`config.mk`:
```
export PLATFORM = sky130hd
export DESIGN_NAME = ues_status
export DESIGN_NICKNAME = d
export VERILOG_FILES = /design/src/core/ues_pkg.sv /design/src/core/ues_stat_fifo.sv /design/src/core/ues_turn_timer.sv /design/src/core/ues_status.sv
export VERILOG_INCLUDE_DIRS = /design/src /design/src/core
export SDC_FILE = /design/constraint.sdc
export NUM_CORES = 1
export LEC_CHECK = 0
export BUFFER_PORTS_ARGS = -buffer_cell sky130_fd_sc_hd__buf_2
export CORE_UTILIZATION = 45
export DETAILED_ROUTE_END_ITERATION = 10
export GPL_TIMING_DRIVEN = 0
export PLACE_DENSITY = 0.77
export SLEW_MARGIN = 20
export SYNTH_ARGS = -nofsm -noshare
export SYNTH_HDL_FRONTEND = slang
export SYNTH_SLANG_ARGS = --single-unit
```
`constraint.sdc`:
```
create_clock -name clk -period 5.9 [get_ports clk]
set_clock_uncertainty 0.1 [all_clocks]
set_input_delay 0.59 -clock clk [delete_from_list [all_inputs] [get_ports clk]]
set_output_delay 0.59 -clock clk [all_outputs]
set_load 0.005 [all_outputs]
```
`src/core/ues_defines.svh`:
```
// Purpose: Offsets, field positions, reset values and counts for the
//          USB error and transfer status block.
// Assumes: APB with 32-bit data, one aligned word per register.
// Notes:   Definitions only.
`ifndef UES_DEFINES_SVH
`define UES_DEFINES_SVH

// Register byte offsets
`define UES_OFF_ERR_FLAGS 12'h000
`define UES_OFF_ERR_EN 12'h004
`define UES_OFF_TRN_STAT 12'h008
`define UES_OFF_INT_FLAGS 12'h00C
`define UES_OFF_INT_EN 12'h010
`define UES_OFF_CTRL 12'h014

// Error flag bit positions
`define UES_BIT_STUFF 7
`define UES_BIT_BADADDR 6
`define UES_BIT_MEMFAULT 5
`define UES_BIT_TURNAROUND 4
`define UES_BIT_PARTIAL 3
`define UES_BIT_CRC16 2
`define UES_BIT_SHARED1 1
`define UES_BIT_PID 0

// Main interrupt and control bit positions
`define UES_BIT_TOKDONE 3
`define UES_BIT_ERRSUM 1
`define UES_BIT_HOST_CAPABILITY_ENABLE 3

// Reset values
`define UES_RST_BYTE 8'h00

// Turnaround limit in bit times, and status FIFO depth
`define UES_TURN_BITS 16
`define UES_FIFO_DEPTH 4

`endif

```
`src/core/ues_pkg.sv`:
```
// Purpose: Shared types for the USB error and transfer status block.
// Assumes: Nothing beyond the defines header.
// Notes:   Holds types only; constants live in the defines header.
package ues_pkg;

  // One status FIFO entry: endpoint, direction, bank
  typedef struct packed {
    logic [3:0] endpoint;
    logic dirTx;
    logic oddBank;
  } ues_entry_s;

  // Turnaround watchdog states
  typedef enum logic [1:0] {
    UES_TW_IDLE = 2'b00,
    UES_TW_WAIT = 2'b01,
    UES_TW_DONE = 2'b10
  } ues_tw_e;

endpackage

```
`src/core/ues_stat_fifo.sv`:
```
// Purpose: Small FIFO of completed transaction entries.
// Assumes: Push and pop on the same clock; pop of empty is ignored.
// Notes:   Push into a full FIFO is dropped unless a pop comes in the same cycle; head shows when non-empty.
`timescale 1ns/10ps
`default_nettype none
module ues_stat_fifo #(
  parameter int DEPTH = 4
) (
  // Clock and reset
  input wire logic clk,
  input wire logic nrst,
  // Write side
  input wire logic push,
  input wire ues_pkg::ues_entry_s pushData,
  output logic full,
  // Read side
  input wire logic pop,
  output ues_pkg::ues_entry_s head,
  output logic empty
);

  localparam int AW = (DEPTH > 1) ? $clog2(DEPTH) : 1;

  initial begin
    if (DEPTH < 2 || (DEPTH & (DEPTH - 1)) != 0) begin
      $error("ues_stat_fifo: DEPTH must be a power of two >= 2");
    end
  end

  typedef struct packed {
    ues_pkg::ues_entry_s [DEPTH-1:0] mem;
    logic [AW-1:0] rdPtr;
    logic [AW-1:0] wrPtr;
    logic [AW:0] count;
  } ues_fifo_s;

  ues_fifo_s st;
  ues_fifo_s next_st;
  logic doPush;
  logic doPop;

  // Pointer and storage update
  always_comb begin
    next_st = st;
    doPop = pop && (st.count != '0);
    doPush = push && (st.count != (AW+1)'(DEPTH) || doPop);
    if (doPush) begin
      next_st.mem[st.wrPtr] = pushData;
      next_st.wrPtr = st.wrPtr + 1'b1;
    end
    if (doPop) begin
      next_st.rdPtr = st.rdPtr + 1'b1;
    end
    if (doPush && !doPop) begin
      next_st.count = st.count + 1'b1;
    end else if (doPop && !doPush) begin
      next_st.count = st.count - 1'b1;
    end
  end

  // State register
  always_ff @(posedge clk or negedge nrst) begin
    if (!nrst) begin
      st <= '0;
    end else begin
      st <= next_st;
    end
  end

  // Status outputs
  assign head = st.mem[st.rdPtr];
  assign empty = (st.count == '0);
  assign full = (st.count == (AW+1)'(DEPTH));

endmodule
`default_nettype wire

```
`src/core/ues_turn_timer.sv`:
```
// Purpose: Bus turnaround watchdog counting idle bit times after an EOP.
// Assumes: bitTick pulses once per full-speed bit time, same clock.
// Notes:   Fires once when idle passes the limit with no response seen.
`timescale 1ns/10ps
`default_nettype none
`include "ues_defines.svh"
module ues_turn_timer #(
  parameter int LIMIT = `UES_TURN_BITS
) (
  // Clock and reset
  input wire logic clk,
  input wire logic nrst,
  // Link events
  input wire logic bitTick,
  input wire logic eopSeen,
  input wire logic respStart,
  input wire logic expectResp,
  // Result
  output logic timeout
);

  initial begin
    if (LIMIT < 1 || LIMIT > 254) begin
      $error("ues_turn_timer: LIMIT out of range");
    end
  end

  typedef struct packed {
    ues_pkg::ues_tw_e mode;
    logic [7:0] bits;
    logic fire;
  } ues_tw_s;

  ues_tw_s st;
  ues_tw_s next_st;

  // Count idle bit times; fire on passing the limit
  always_comb begin
    next_st = st;
    next_st.fire = 1'b0;
    unique case (st.mode)
      ues_pkg::UES_TW_IDLE: begin
        if (eopSeen && expectResp) begin
          next_st.mode = ues_pkg::UES_TW_WAIT;
          next_st.bits = '0;
        end
      end
      ues_pkg::UES_TW_WAIT: begin
        if (respStart) begin
          next_st.mode = ues_pkg::UES_TW_IDLE;
        end else if (bitTick) begin
          next_st.bits = st.bits + 8'h01;
          if (st.bits == 8'(LIMIT)) begin
            next_st.fire = 1'b1;
            next_st.mode = ues_pkg::UES_TW_DONE;
          end
        end
      end
      ues_pkg::UES_TW_DONE: begin
        next_st.mode = ues_pkg::UES_TW_IDLE;
      end
      default: begin
        next_st.mode = ues_pkg::UES_TW_IDLE;
      end
    endcase
  end

  // State register
  always_ff @(posedge clk or negedge nrst) begin
    if (!nrst) begin
      st <= '{mode: ues_pkg::UES_TW_IDLE, bits: 8'h00, fire: 1'b0};
    end else begin
      st <= next_st;
    end
  end

  assign timeout = st.fire;

endmodule
`default_nettype wire

```
`src/core/ues_status.sv`:
```
// Purpose: USB error flags, error enables, error summary and the
//          transaction status FIFO, reached over APB.
// Assumes: Link and memory-side events are single-cycle pulses on clk.
// Notes:   Unmapped addresses read zero and answer with pslverr.
// Contract
// - Bit-stuff violation sets bit 7 flag
// - Invalid table or buffer address sets bit 6
// - Memory grant late or truncation sets bit 5
// - Over 16 idle bit times sets bit 4
// - Non-whole byte data field sets bit 3
// - Data CRC16 mismatch sets bit 2
// - Function mode: bit 1 is token CRC5
// - Host mode: bit 1 is frame-end overrun
// - PID complement failure sets bit 0
// - Flags hardware-set, reset zero, write-one clears
// - Enables per flag, reset zero, gate interrupt
// - Error reaches combined interrupt only if enabled
// - Bits 7-4 give last endpoint number
// - Bit 3 one for transmit, zero receive
// - Bit 2 one for odd bank
// - Status shows four-entry FIFO head, bits 1-0 zero
// - Clearing token-complete pops the status FIFO
// - Bits 31-8 of all three read zero
// - Token finish sets token-complete flag
// - Error summary set only by enabled errors
// - Host enable selects meaning of bit 1
`timescale 1ns/10ps
`default_nettype none
`include "ues_defines.svh"
module ues_status #(
  parameter int FIFO_DEPTH = `UES_FIFO_DEPTH,
  parameter int TURN_BITS = `UES_TURN_BITS
) (
  // Clock and reset
  input wire logic clk,
  input wire logic nrst,
  // APB slave
  input wire logic psel,
  input wire logic penable,
  input wire logic pwrite,
  input wire logic [11:0] paddr,
  input wire logic [31:0] pwdata,
  input wire logic [3:0] pstrb,
  output logic [31:0] prdata,
  output logic pready,
  output logic pslverr,
  // Link error events
  input wire logic stuffErr,
  input wire logic badAddr,
  input wire logic memFault,
  input wire logic partialByte,
  input wire logic crc16Err,
  input wire logic crc5Err,
  input wire logic pidErr,
  // Host frame events
  input wire logic xferActive,
  input wire logic frameCountZero,
  // Turnaround watch events
  input wire logic bitTick,
  input wire logic eopSeen,
  input wire logic respStart,
  input wire logic expectResp,
  // Token completion
  input wire logic tokenDone,
  input wire logic [3:0] doneEndpoint,
  input wire logic doneDirTx,
  input wire logic doneOddBank,
  // Interrupt and mode outputs
  output logic combinedUsbInterrupt,
  output logic hostCapabilityEnable,
  output logic fifoOverflow
);

  initial begin
    if (TURN_BITS < 1 || TURN_BITS > 254) begin
      $error("ues_status: TURN_BITS out of range");
    end
  end

  typedef struct packed {
    logic [7:0] errFlags;
    logic [7:0] errEn;
    logic tokenFlag;
    logic errSumFlag;
    logic tokenEn;
    logic errSumEn;
    logic host_capability_enable;
    logic overflow;
    logic [31:0] rdata;
    logic slvErr;
  } ues_st_s;

  ues_st_s st;
  ues_st_s next_st;

  logic turnTimeout;
  logic fifoFull;
  logic fifoEmpty;
  logic fifoPop;
  logic fifoPush;
  ues_pkg::ues_entry_s fifoHead;
  ues_pkg::ues_entry_s pushEntry;
  logic [7:0] hwSet;
  logic [7:0] w1c;
  logic [7:0] intW1c;
  logic wrAcc;
  logic rdAcc;
  logic errHit;

  // Turnaround watchdog
  ues_turn_timer #(
    .LIMIT(TURN_BITS)
  ) uTurn (
    .clk(clk),
    .nrst(nrst),
    .bitTick(bitTick),
    .eopSeen(eopSeen),
    .respStart(respStart),
    .expectResp(expectResp),
    .timeout(turnTimeout)
  );

  // Completed transaction FIFO
  ues_stat_fifo #(
    .DEPTH(FIFO_DEPTH)
  ) uFifo (
    .clk(clk),
    .nrst(nrst),
    .push(fifoPush),
    .pushData(pushEntry),
    .full(fifoFull),
    .pop(fifoPop),
    .head(fifoHead),
    .empty(fifoEmpty)
  );

  // Byte-lane masked write-one-clear of the low byte
  function automatic logic [7:0] low_w1c(input logic hit,
                                         input logic [3:0] strb,
                                         input logic [31:0] data);
    low_w1c = (hit && strb[0]) ? data[7:0] : 8'h00;
  endfunction

  // APB access qualifiers; slave answers with zero wait states
  assign wrAcc = psel && penable && pwrite;
  assign rdAcc = psel && !penable && !pwrite;
  assign w1c = low_w1c(wrAcc && paddr == `UES_OFF_ERR_FLAGS, pstrb, pwdata);
  assign intW1c = low_w1c(wrAcc && paddr == `UES_OFF_INT_FLAGS, pstrb,
                          pwdata);

  // Hardware error sources
  always_comb begin
    hwSet = 8'h00;
    hwSet[`UES_BIT_STUFF] = stuffErr;
    hwSet[`UES_BIT_BADADDR] = badAddr;
    hwSet[`UES_BIT_MEMFAULT] = memFault;
    hwSet[`UES_BIT_TURNAROUND] = turnTimeout;
    hwSet[`UES_BIT_PARTIAL] = partialByte;
    hwSet[`UES_BIT_CRC16] = crc16Err;
    hwSet[`UES_BIT_SHARED1] = st.host_capability_enable ? (xferActive && frameCountZero)
                                        : crc5Err;
    hwSet[`UES_BIT_PID] = pidErr;
  end

  // Any enabled error this cycle, feeds the summary flag
  assign errHit = |(hwSet & st.errEn);

  // Status FIFO entry and handshake
  assign pushEntry = '{endpoint: doneEndpoint, dirTx: doneDirTx,
                       oddBank: doneOddBank};
  assign fifoPush = tokenDone;
  assign fifoPop = st.tokenFlag && intW1c[`UES_BIT_TOKDONE];

  // Register next-state logic
  always_comb begin
    next_st = st;
    next_st.errFlags = (st.errFlags & ~w1c) | hwSet;
    next_st.tokenFlag = (!fifoEmpty && !fifoPop) ||
                        (fifoPop && tokenDone);
    next_st.errSumFlag = (st.errSumFlag && !intW1c[`UES_BIT_ERRSUM]) ||
                         errHit;
    next_st.overflow = st.overflow || (tokenDone && fifoFull && !fifoPop);
    if (wrAcc && pstrb[0]) begin
      unique case (paddr)
        `UES_OFF_ERR_EN: begin
          next_st.errEn = pwdata[7:0];
        end
        `UES_OFF_INT_EN: begin
          next_st.tokenEn = pwdata[`UES_BIT_TOKDONE];
          next_st.errSumEn = pwdata[`UES_BIT_ERRSUM];
        end
        `UES_OFF_CTRL: begin
          next_st.host_capability_enable = pwdata[`UES_BIT_HOST_CAPABILITY_ENABLE];
        end
        default: begin
          next_st.errEn = st.errEn;
        end
      endcase
    end
    next_st.slvErr = 1'b0;
    if (rdAcc || (psel && !penable && pwrite)) begin
      next_st.rdata = 32'h0000_0000;
      next_st.slvErr = 1'b0;
      unique case (paddr)
        `UES_OFF_ERR_FLAGS: next_st.rdata[7:0] = st.errFlags;
        `UES_OFF_ERR_EN: next_st.rdata[7:0] = st.errEn;
        `UES_OFF_TRN_STAT: next_st.rdata[7:0] = {fifoHead, 2'b00};
        `UES_OFF_INT_FLAGS: begin
          next_st.rdata[`UES_BIT_TOKDONE] = st.tokenFlag;
          next_st.rdata[`UES_BIT_ERRSUM] = st.errSumFlag;
        end
        `UES_OFF_INT_EN: begin
          next_st.rdata[`UES_BIT_TOKDONE] = st.tokenEn;
          next_st.rdata[`UES_BIT_ERRSUM] = st.errSumEn;
        end
        `UES_OFF_CTRL: next_st.rdata[`UES_BIT_HOST_CAPABILITY_ENABLE] = st.host_capability_enable;
        default: next_st.slvErr = 1'b1;
      endcase
      if (!rdAcc) begin
        next_st.rdata = 32'h0000_0000;
      end
    end
  end

  // State register
  always_ff @(posedge clk or negedge nrst) begin
    if (!nrst) begin
      st <= '0;
    end else begin
      st <= next_st;
    end
  end

  // APB answer, zero wait states
  assign pready = 1'b1;
  assign prdata = st.rdata;
  assign pslverr = st.slvErr && psel && penable;

  assign combinedUsbInterrupt = (st.errSumFlag && st.errSumEn) ||
                                (st.tokenFlag && st.tokenEn);
  assign hostCapabilityEnable = st.host_capability_enable;
  assign fifoOverflow = st.overflow;
endmodule
`default_nettype wire

```
==> After elaboration in Yosys (flattened, before gate mapping) <==
Index checks and enable logic that the tools add are counted.
{ "word_totals": {"reg_bits": 73, "inputBits": 73, "output_inout_bits": 37, "wordCells": 134} }
{ "op_classes": {"n_addsub": 5, "magnitude_cmp": 3, "n_eq_ne": 14, "mux": 27, "bitwise_logic": 4, "reduce_logical": 53} }
{ "op_table": {"columns": ["operator", "count"], "rows": [
  ["$logic_and 1x1->1", 27],
  ["$bwmux 24", 1],
  ["$eq 12x4->1 const B", 2],
  ["$eq 12x5->1 const B", 2],
  ["$and 8x8->8", 2],
  ["$mux 8", 2],
  ["$pmux 8 s2", 1],
  ["$bmux 6 s2", 1],
  ["$demux 6 s2", 1],
  ["$eq 12x3->1 const B", 1],
  ["$logic_not 12->1", 1],
  ["$mux 6", 2],
  ["$pmux 4 s3", 1],
  ["$mux 11", 1],
  ["$mux 10", 1],
  ["$mux 9", 1],
  ["$add 8x1->8 const B", 1],
  ["$eq 8x5->1 const B", 1],
  ["$not 8->8", 1],
  ["$or 8x8->8", 1],
  ["$reduce_or 8->1", 1],
  ["$logic_not 1->1", 7],
  ["$logic_or 1x1->1", 6],
  ["$lt 2x3->1 const B", 2],
  ["other kinds (27)", 39]
]} }

==> Depth between registers and ports, before layout <==
Gate-level depths: netlist of run 1.
{ "depth": {"ltp_word": 13, "ltp_mapped": 12, "depth_no_buf": 10} }

==> By module <==
Synthesis of run 1 repeated with hierarchy kept, for this count alone.
{ "unflattened": {"cells_unflattened": 334, "area_unflattened_um2": 4032.6} }
{ "modules_own_cells": {"columns": ["module", "n_inst", "cells_per_inst", "area_each_um2", "seq_area_each_um2"], "rows": [
  ["ues_status", 1, 180, 1859.3, 775.7],
  ["ues_stat_fifo", 1, 96, 1589.0, 775.7],
  ["ues_turn_timer", 1, 58, 584.3, 275.3]
]} }

==> Worst setup path before layout of run 1 <==
No wires, ideal clock.
{ "synth_timing": {"path_kind": "input to register", "start": "in paddr[9]", "end": "reg uFifo.st[2] in the netlist's numbering", "setup_time_ps": 79, "arrival_ps": 2833, "required_time_ps": 5721, "slack_ps": 2888, "stages": 11, "n_path_buf": 1, "cell_sequence": "or4_4 buf_6 nor4_4 a21boi_2 nor2b_1 ha_1 inv_1 fa_1 xor2_1 nor2_1 xor2_1"} }
{ "synth_via": {"elab_chain_len": 11, "elab_cells_between_ends": 14, "classes_between": "1 x eq/ne; 2 x mux; 11 x reduce/logical"} }
{ "synth_rtl": {"columns": ["item", "line", "source"], "rows": [
  ["start, declared", "ues_status.sv:41", "input wire logic [11:0] paddr,"],
  ["$eq 12x4->1 (*)", null, null],
  ["$logic_and 1x1->1 (no source line) (*)", null, null],
  ["$logic_and 1x1->1 (*)", "ues_status.sv:141", "low_w1c = (hit && strb[0]) ? data[7:0] : 8'h00;"],
  ["$mux 4 (*)", "ues_status.sv:141", null],
  ["$logic_and 1x1->1 (*)", "ues_status.sv:172", "assign fifoPop = st.tokenFlag && intW1c[`UES_BIT_TOKDONE];"],
  ["$logic_and 1x1->1 (*)", "ues_stat_fifo.sv:45", "doPop = pop && (st.count != '0);"],
  ["$logic_or 1x1->1 (*)", "ues_stat_fifo.sv:46", "doPush = push && (st.count != (AW+1)'(DEPTH) || doPop);"],
  ["$logic_and 1x1->1 (*)", "ues_stat_fifo.sv:46", null],
  ["via uFifo.doPush", "ues_stat_fifo.sv:39", "logic doPush;"],
  ["$logic_not 1->1", "ues_stat_fifo.sv:56", "end else if (doPop && !doPush) begin"],
  ["$logic_and 1x1->1", "ues_stat_fifo.sv:56", null],
  ["$reduce_bool 2->1 (no source line)", null, null],
  ["end signal, assigned", "ues_stat_fifo.sv:66", "st <= next_st;"],
  ["end, declared", "ues_stat_fifo.sv:37", "ues_fifo_s st;"]
]} }
Mark *: on every way through the listed nets, which the timed path passes. The rest lies on a longest branch.
A chain may end at the register's enable or synchronous reset.

==> Worst setup path in the final report of run 1 <==
{ "layout_timing": {"start": "in paddr[4]", "end": "reg uFifo.st[2] in the netlist's numbering"} }
The elaborated chain is that of the path after synthesis.

==> impl_metrics.yaml, run 1 <==
run_status:
  outcome: "finished, violations left"
  violations: "design-rule violations"
power_and_ir_drop:
  p_leak_nw: 2.21
  vdd_ir_drop_max_uv: 136
  power.density_nw_per_um2: 302
yosys:
  yosys_warnings: 0
  ys_top_cells_by_area: "dfrtp_1 44%, buf_4 6.0%, o221ai_1 4.6%, o31ai_1 4.3%, mux2_2 3.3%"
  async_flop_share_pct: 100
  synth_flop_cell: "dfrtp_1"
  avgSynthCellArea_um2: 10.4
  yosysTopAreaCellShare_pct: 43.9
  ys_seq_area_share_pct: 43.9
  ys_ff_latch: 73
  synth_cell_types: 56
  synth-edff-count: 0
  netlist_area_um2: 4160
  yosysTopAreaCell: "dfrtp_1"
  netlist_instances: 399
critical_path:
  cp_top_family: "simple AND/OR/NAND/NOR gates"
  cp_slowest_cell: "or4_1"
  required_ns: 6.07
  worstSetupEndpointType: "flop"
  max_stage_delay_ns: 0.66
  cp_common_cell: "xor2_1"
  cp_max_fo: 8
  startpoint_type: "input port"
  worst_ep_arrival_time_ns: 3.25
  cp_cell_sequence: "buf_2 > or4_1 > nor4_4 > a21boi_2 > nor2b_1 > ha_1 > inv_1 > fa_1 > xor2_1 > nor2_1 > xor2_1"
  cp_num_buf_inv: 2
  crit_type: "in2reg"
route:
  wire_per_inst_um: 15.9
  drt_iter0_drc: 306
  wl_um: 9540
  via_per_inst: 5.78
  dr.pass1.iters: 10
  drcViolationCount: 10
  ant_nets: 0
  num_vias: 3481
cts:
  cts.sink_count: 73
  insertion_delay_ns: 0.35
  cts_setup_buffers: 0
  clock_path_buffers: 2
  cts-htree-levels: 3
  cts_hold_buf: 1
  path_clk_slew_ns: 0.07
  cts.repair.resized: 0
  cts_root_buf: "clkbuf_8"
  cts-buffers-inserted: 9
  cts_tree: "done"
die:
  die_area_um2: 9620
  rows: 34
  pin_count: 110
  initial_utilization_pct: 47.0
  die_y_um: 98.1
  fp.coreArea_um2: 8850
  die_x_um: 98.1
timing:
  relSlewSlack_pct: 38.1
  whs_ns: 0.331
  tns_ns: 0
  hold_violations: 0
  max_freq_ghz: 0.325
  fin_crit_sh_pct: 52.2
  finalCriticalPeriod_ns: 3.08
  setup_violations: 0
  rsz0062_at_grt: "false"
  worstMarginPinSlew_ns: 0.920
  drv_slew: 0
min_path:
  holdCritPathClass: "in2reg"
global_route:
  antenna_found_initial: 0
  grt_usage_pct: 21.1
  grt_max_degree: 60
  grt-ovfl-total: 0
  grt_pass1_wl_um: 15900
  grt_pass1_vias: 3138
finish:
  multi_input_area_um2: 1980
  drive_gt1_share_pct: 28.3
  n_antenna_cell: 0
  fin_util_pct: 55.0
  syn2layout_area_growth_pct: 17.1
  nNetsFinal: 572
  fillers: 809
  regArea_um2: 1830
place:
  place.gp.congestion: 0.936
  io_buffers: 56
  dp_hpwl_um: 7040
flow_run:
  maxCapViolations: 0
==> worst reg2reg max path, delay by kind of cell, from the launching register on <==
kind	cells	cell delay (ns)
fa+ha+maj	2	0.59
compound gates	1	0.19
simple gates	4	0.89
xor+xnor	2	0.34
flops	1	0.39
buf+inv	1	0.06
==> power by group <==
| group | leakage (nW) | internal (mW) | total [mW] | switching (mW) |
|---|---|---|---|---|
| combinational | 1.20 | 0.197 | 0.439 | 0.242 |
| clock | 0.0871 | 0.169 | 0.350 | 0.181 |
| sequential | 0.925 | 0.605 | 0.681 | 0.0756 |
| total | 2.21 | 0.972 | 1.47 | 0.498 |
==> synthesized netlist by cell type, types with 6 or more instances <==
master	number
dfrtp_1	73
buf_4	33
nand2_1	30
o31ai_1	24
o221ai_1	22
inv_1	16
nor2_1	16
clkbuf_1	15
nand3_1	13
mux2_2	12
mux2i_1	12
nand4_1	12
a21o_1	9
o21ai_0	9
ha_1	7
buf_1	6
mux4_2	6
or3_1	6
==> cell usage in the layout, fill, tap and decap left out, types with 3 or more instances in the layout <==
master	instances
ha_1	7
clkbuf_8	11
xor2_1	3
mux2i_1	12
mux2_2	12
inv_1	16
buf_2	58
nand2_1	30
o211ai_1	5
conb_1	25
or4_1	3
a31oi_1	5
or3_1	6
buf_4	34
a21oi_1	5
nand4_1	12
nor3_1	5
a21o_1	9
dfrtp_1	73
nor2_1	16
clkbuf_1	15
o21ai_0	9
nand3_1	13
xnor2_1	3
o31ai_1	24
buf_1	6
nand2b_1	3
mux4_2	6
buf_6	3
o221ai_1	22
==> per-layer routing <==
layer	vias to the layer above	share of wire, %	global-route usage (%)
li1	1620	-	-
met1	1669	44	30.1
met2	174	46	31.6
met3	18	7.6	4.22
met4	0	2.2	8.39
met5	-	0	0
==> worst paths after layout <==
| path | end | from | slack [ns] | cells after the start |
|---|---|---|---|---|
| max in group asynchronous | prdata[0]$_DFFE_PN0P_ | nrst | 4.60 | 3 |
| worst min-delay path | st[53]$_DFF_PN0_ | badAddr | 0.33 | 2 |
| worst min register to register | fifoOverflow$_DFF_PN0_ | fifoOverflow$_DFF_PN0_ | 0.35 | 1 |
| min in group asynchronous | uFifo.st[25]$_DFFE_PN0P_ | nrst | 0.54 | 2 |
| worst max-delay path | uFifo.st[2]$_DFFE_PN0P_ | paddr[4] | 2.82 | 11 |
| worst max register to register | uFifo.st[2]$_DFFE_PN0P_ | st[38]$_DFF_PN0_ | 3.26 | 10 |
==> per-stage QoR <==
step | cell area [um2] | worst slack [ns] | power, mW | std cells
6_report | 4870 | 2.82 | 1.47 | 602
5_1_grt | 4870 | 2.63 | 1.56 | 602
4_1_cts | 4870 | 2.81 | 1.47 | 602
3_5_place_dp | 4690 | 2.47 | 1.12 | 587
3_3_place_gp | 4660 | 2.56 | 1.09 | 586
2_1_floorplan | 4240 | 2.89 | 0.983 | 422
==> flip-flops by register name (all words and copies together) (netlist names) <==
register              flops
st                       21
hostCapabilityEnable      1
uFifo.st                 31
prdata                    8
uTurn.st                 10
uTurn.timeout             1
fifoOverflow              1
==> kinds of logic (layout without fill, tap and decap cells) <==
logic type / count (synthesis) / in the layout / share of synthesized area, %
AO/OA/AOI/OAI: 96 / 96 / 17.8
XOR/XNOR: 6 / 6 / 1.26
multiplexers: 30 / 30 / 9.39
buffers and inverters: 76 / 148 / 10.5
AND/OR/NAND/NOR: 108 / 108 / 14.3
other: 2 / 25 / 0.181
adder cells (fa/ha/maj): 8 / 8 / 2.59
flip-flops: 73 / 73 / 43.9
==> cell type report <==
| cell class | count | share of cell area (%) |
|---|---|---|
| Clock buffer | 11 | 3.11 |
| Inverter | 16 | 1.23 |
| Sequential cell | 73 | 37.5 |
| Buffer | 60 | 7.71 |
| Clock inverter | 3 | 0.360 |
| Multi-Input combinational cell | 273 | 40.7 |
| Timing Repair Buffer | 58 | 6.58 |
| Tap cell | 108 | 2.78 |
Power figures use the tool's default switching activity.
==> run 2: changes to the inputs <==
- PLACE_DENSITY: 0.77 -> 0.8
- clock period: 5.9 -> 2.8 ns (I/O delays scaled with it)
==> impl_metrics.yaml, run 2 (synthesized netlist as in run 1, its figures left out) <==
die:
  die_area_um2: 9620
  die_y_um: 98.1
  die_x_um: 98.1
  pin_count: 110
  initial_utilization_pct: 47.0
  fp.coreArea_um2: 8850
  rows: 34
timing:
  hold_violations: 0
  drv_slew: 0
  finalCriticalPeriod_ns: 2.65
  max_freq_ghz: 0.378
  setup_violations: 0
  worstMarginPinSlew_ns: 1.13
  setup_slack_ns: 0.152
  fin_crit_sh_pct: 94.6
  rsz0062_at_grt: "false"
  relSlewSlack_pct: 22.4
route:
  drt_iter0_drc: 214
  num_vias: 3521
  wire_per_inst_um: 16.4
  ant_nets: 0
  wl_um: 9950
  dr.pass1.iters: 8
  drcViolationCount: 11
  via_per_inst: 5.82
global_route:
  grt-ovfl-total: 0
  grt_usage_pct: 21.9
  grt_pass1_vias: 3377
  grt_max_degree: 50
  grt_pass1_wl_um: 16500
  antenna_found_initial: 0
finish:
  drive_gt1_share_pct: 28.8
  n_antenna_cell: 0
  fin_util_pct: 56.0
  syn2layout_area_growth_pct: 19.1
  stdcell_count: 605
  top_register: "uFifo.st"
  nNetsFinal: 573
  largest_register_ffs: 31
  finalInstanceArea_um2: 4950
  top_regs: "uFifo.st (31), st (21), uTurn.st (10)"
  final_cell_mix: "73 x dfrtp_1, 58 x buf_2, 35 x buf_4"
  final_common_cell: "dfrtp_1"
  fillers: 769
run_status:
  violations: "design-rule violations"
  outcome: "finished, violations left"
flow_run:
  maxCapViolations: 0
place:
  place_area_um2: 4690
  dp_hpwl_um: 7240
  io_buffers: 56
  place.gp.congestion: 0.911
  dp_cells: 587
  place_ws_ns: -0.243
critical_path:
  startpoint_type: "input port"
  crit_type: "in2reg"
  required_ns: 2.97
  cp_max_fo: 8
  worst_ep_arrival_time_ns: 2.82
  worstSetupEndpointType: "flop"
power_and_ir_drop:
  power.density_nw_per_um2: 679
  p_int_mw: 2.29
  p_switching_mw: 1.07
  vdd_ir_drop_max_uv: 299
  p_clk_share_pct: 30.0
  p_leak_nw: 2.25
  seqPwrFrac_pct: 42.4
  p_sw_share_pct: 31.9
  p_comb_share_pct: 27.6
cts:
  cts_tree: "done"
  path_clk_slew_ns: 0.08
  cts.sink_count: 73
  cts_root_buf: "clkbuf_8"
  insertion_delay_ns: 0.35
  cts-buffers-inserted: 9
  cts-htree-levels: 3
  clock_path_buffers: 2
min_path:
  holdCritPathClass: "in2reg"
-- run 2: critical path, cell delays in order --
cell      delay (ns)
buf_2           0.10
or4_4           0.53
buf_6           0.15
nor4_4          0.32
a21boi_2        0.19
nor2b_1         0.17
ha_1            0.20
inv_1           0.06
fa_1            0.37
xor2_1          0.17
nor2_1          0.11
xor2_1          0.16
-- run 2: power by group through the flow --
stage / clock, mW / combinational (mW) / sequential, mW
after floorplan: 0 / 0.671 / 1.40
after global placement: 0 / 0.869 / 1.43
after detailed placement: 0 / 0.912 / 1.44
after CTS: 1.02 / 0.921 / 1.42
after global routing: 1.07 / 1.03 / 1.46
final: 1.01 / 0.927 / 1.43
-- run 2: path summary, 6_finish.rpt --
kind | from | end | slack (ns) | cells after the start
max | paddr[9] | uFifo.st[2]$_DFFE_PN0P_ | 0.15 | 12
min | crc16Err | st[49]$_DFF_PN0_ | 0.008 | 2
max reg2reg | st[38]$_DFF_PN0_ | uFifo.st[2]$_DFFE_PN0P_ | 0.22 | 10
min reg2reg | fifoOverflow$_DFF_PN0_ | fifoOverflow$_DFF_PN0_ | 0.36 | 1
max in group asynchronous | nrst | hostCapabilityEnable$_DFFE_PN0P_ | 1.77 | 3
min in group asynchronous | nrst | uFifo.st[29]$_DFFE_PN0P_ | 0.28 | 2
-- run 2: through the flow --
step                setup TNS (ns)  hold WS (ns)  total power [mW]
floorplan                        0        -0.116              2.07
global placement            -0.277         0.334              2.30
detailed placement          -0.424         0.121              2.35
CTS                              0       0.00167              3.37
global route                     0       0.00663              3.56
finish                           0       0.00817              3.36
-- run 2: metal layers --
metal	global-route usage [%]	vias to the layer above	part of all wire, %
met5	0	-	0
met4	11.3	0	2.9
met3	4.37	29	7.2
met2	34.2	169	48
met1	29.0	1697	42
li1	-	1626	-
-- run 2: area by class of cell --
type,instances,area (um2),area share [%]
Buffer,60,375,7.58
Tap cell,108,135,2.73
Multi-Input combinational cell,273,1980,40.1
Clock buffer,10,128,2.58
Clock inverter,6,115,2.32
Timing Repair Buffer,59,328,6.62
Sequential cell,73,1830,36.9
Inverter,16,60.1,1.21
-- run 2: timing repair --
| action | 4_1_cts | 5_1_grt |
|---|---|---|
| gates resized for setup | 0 | 1 |
| endpoints found under the hold margin | 24 | 0 |
| endpoints found under the setup margin | 0 | 1 |
| hold buffers | 1 | 0 |
| buffers inserted | 0 | 1 |
==> run 3: changes to the inputs <==
- BUFFER_PORTS_ARGS: -buffer_cell sky130_fd_sc_hd__buf_2 -> unset
- CORE_UTILIZATION: 45 -> 30
- DONT_BUFFER_PORTS: unset -> 1
- PLACE_DENSITY: 0.8 -> 0.52
- SETUP_SLACK_MARGIN: unset -> 0.05
==> impl_metrics.yaml, run 3 (synthesized netlist as in run 1, its figures left out) <==
finish:
  fillers: 1363
  top_regs: "uFifo.st (31), st (21), uTurn.st (10)"
  n_antenna_cell: 0
  largest_register_ffs: 31
  nNetsFinal: 536
  syn2layout_area_growth_pct: 20.6
  final_common_cell: "dfrtp_1"
  final_cell_mix: "73 x dfrtp_1, 33 x buf_4, 30 x nand2_1"
  fin_util_pct: 37.4
  stdcell_count: 636
  top_register: "uFifo.st"
  drive_gt1_share_pct: 18.7
timing:
  rsz0062_at_grt: "false"
  tns_ns: 0
  hold_violations: 0
  max_freq_ghz: 0.384
  finalCriticalPeriod_ns: 2.60
  fin_crit_sh_pct: 92.9
  drv_slew: 0
  relSlewSlack_pct: 43.6
  setup_slack_ns: 0.198
  worstMarginPinSlew_ns: 0.843
  setup_violations: 0
route:
  via_per_inst: 5.16
  drcViolationCount: 0
  drt_iter0_drc: 214
  wire_per_inst_um: 17.0
  ant_nets: 0
  wl_um: 10800
  num_vias: 3284
  dr.pass1.iters: 4
global_route:
  grt_usage_pct: 16.0
  antenna_found_initial: 0
  grt_pass1_vias: 3302
  grt_max_degree: 74
  grt-ovfl-total: 0
  grt_pass1_wl_um: 17600
place:
  io_buffers: 0
  dp_cells: 598
  place.gp.congestion: 0.836
  place_ws_ns: -0.136
  dp_hpwl_um: 7610
cts:
  cts_root_buf: "clkbuf_16"
  cts.sink_count: 73
  cts_tree: "done"
  cts-htree-levels: 3
  cts_setup_buffers: 0
  clock_path_buffers: 2
  cts-buffers-inserted: 9
  path_clk_slew_ns: 0.06
  insertion_delay_ns: 0.34
die:
  die_area_um2: 14300
  fp.coreArea_um2: 13400
  rows: 42
  initial_utilization_pct: 31.0
  pin_count: 110
  die_y_um: 120
  die_x_um: 120
critical_path:
  worst_ep_arrival_time_ns: 2.77
  required_ns: 2.97
  r2r_slack_ns: 0.29
  worstSetupEndpointType: "flop"
  startpoint_type: "input port"
  crit_type: "in2reg"
  cp_max_fo: 8
  r2r_cells: 7
power_and_ir_drop:
  p_leak_nw: 2.11
  power.density_nw_per_um2: 697
  vdd_ir_drop_max_uv: 244
run_status:
  outcome: "finished, final reports clean"
min_path:
  min_path_cells: 2
  holdCritPathClass: "in2reg"
flow_run:
  maxCapViolations: 0
[run 3: cell types whose count changed in the layout (fill, tap and decap cells not counted), moves of 2 or more]
| cell | delta |
|---|---|
| buf_2 | -55 |
| buf_4 | -2 |
| bufinv_16 | -2 |
| clkbuf_16 | +9 |
| clkbuf_8 | -9 |
| dlygate4sd3_1 | +20 |
[run 3: what timing repair did]
| action | in CTS | in global routing |
|---|---|---|
| hold endpoints to repair | 92 | 0 |
| resized for setup | 0 | 2 |
| endpoints found under the setup margin | 0 | 2 |
| hold buffers | 22 | 0 |
[run 3: worst max-delay path, stage by stage]
cell      delay (ns)
or4_1           0.70
nor4_4          0.38
a21boi_2        0.20
nor2b_1         0.16
ha_1            0.19
inv_1           0.06
fa_1            0.37
xor2_1          0.17
nor2_1          0.11
xor2_1          0.15
[run 3: path summary, 6_finish.rpt]
kind,start,endpoint
min in group asynchronous,nrst,uFifo.st[2]$_DFFE_PN0P_
hold reg to reg,uTurn.timeout$_DFF_PN0_,st[51]$_DFF_PN0_
hold / removal,doneEndpoint[3],uFifo.st[30]$_DFFE_PN0P_
setup reg to reg,uFifo.st[0]$_DFFE_PN0P_,uFifo.st[1]$_DFFE_PN0P_
setup / recovery,paddr[4],uFifo.st[2]$_DFFE_PN0P_
max in group asynchronous,nrst,uTurn.st[5]$_DFFE_PN0P_
[run 3: routing by layer]
metal,wire [um],share of wire (%),GRT usage (%),up-vias
li1,-,-,-,1560
met1,4850,45,20.8,1610
met2,5250,48,25.8,100
met3,576,5.3,4.09,14
met4,156,1.4,5.78,0
met5,0,0,0,-
[run 3: power breakdown]
| group | internal [mW] | switching [mW] | total, mW | leakage (nW) |
|---|---|---|---|---|
| clock | 0.692 | 0.462 | 1.15 | 0.139 |
| sequential | 1.28 | 0.171 | 1.45 | 0.925 |
| combinational | 0.403 | 0.489 | 0.892 | 1.05 |
[run 3: stage by stage]
| stage | total power [mW] | area, um2 | hold WS, ns |
|---|---|---|---|
| floorplan | 2.07 | 4240 | -0.116 |
| global placement | 2.27 | 4460 | -0.111 |
| detailed placement | 2.30 | 4460 | -0.111 |
| CTS | 3.53 | 5000 | 0.0455 |
| global route | 3.70 | 5010 | 0.0576 |
| finish | 3.49 | 5010 | 0.0609 |
[run 3: final cells by class]
type / instances / area (um2) / area share [%]
buffer: 60 / 375 / 7.49
clock buffer: 10 / 229 / 4.57
clock inverter: 6 / 67.6 / 1.35
inverter: 16 / 60.1 / 1.20
multi-input combinational: 273 / 2000 / 39.8
sequential: 73 / 1830 / 36.4
tap: 176 / 220 / 4.39
timing repair buffer: 22 / 238 / 4.74
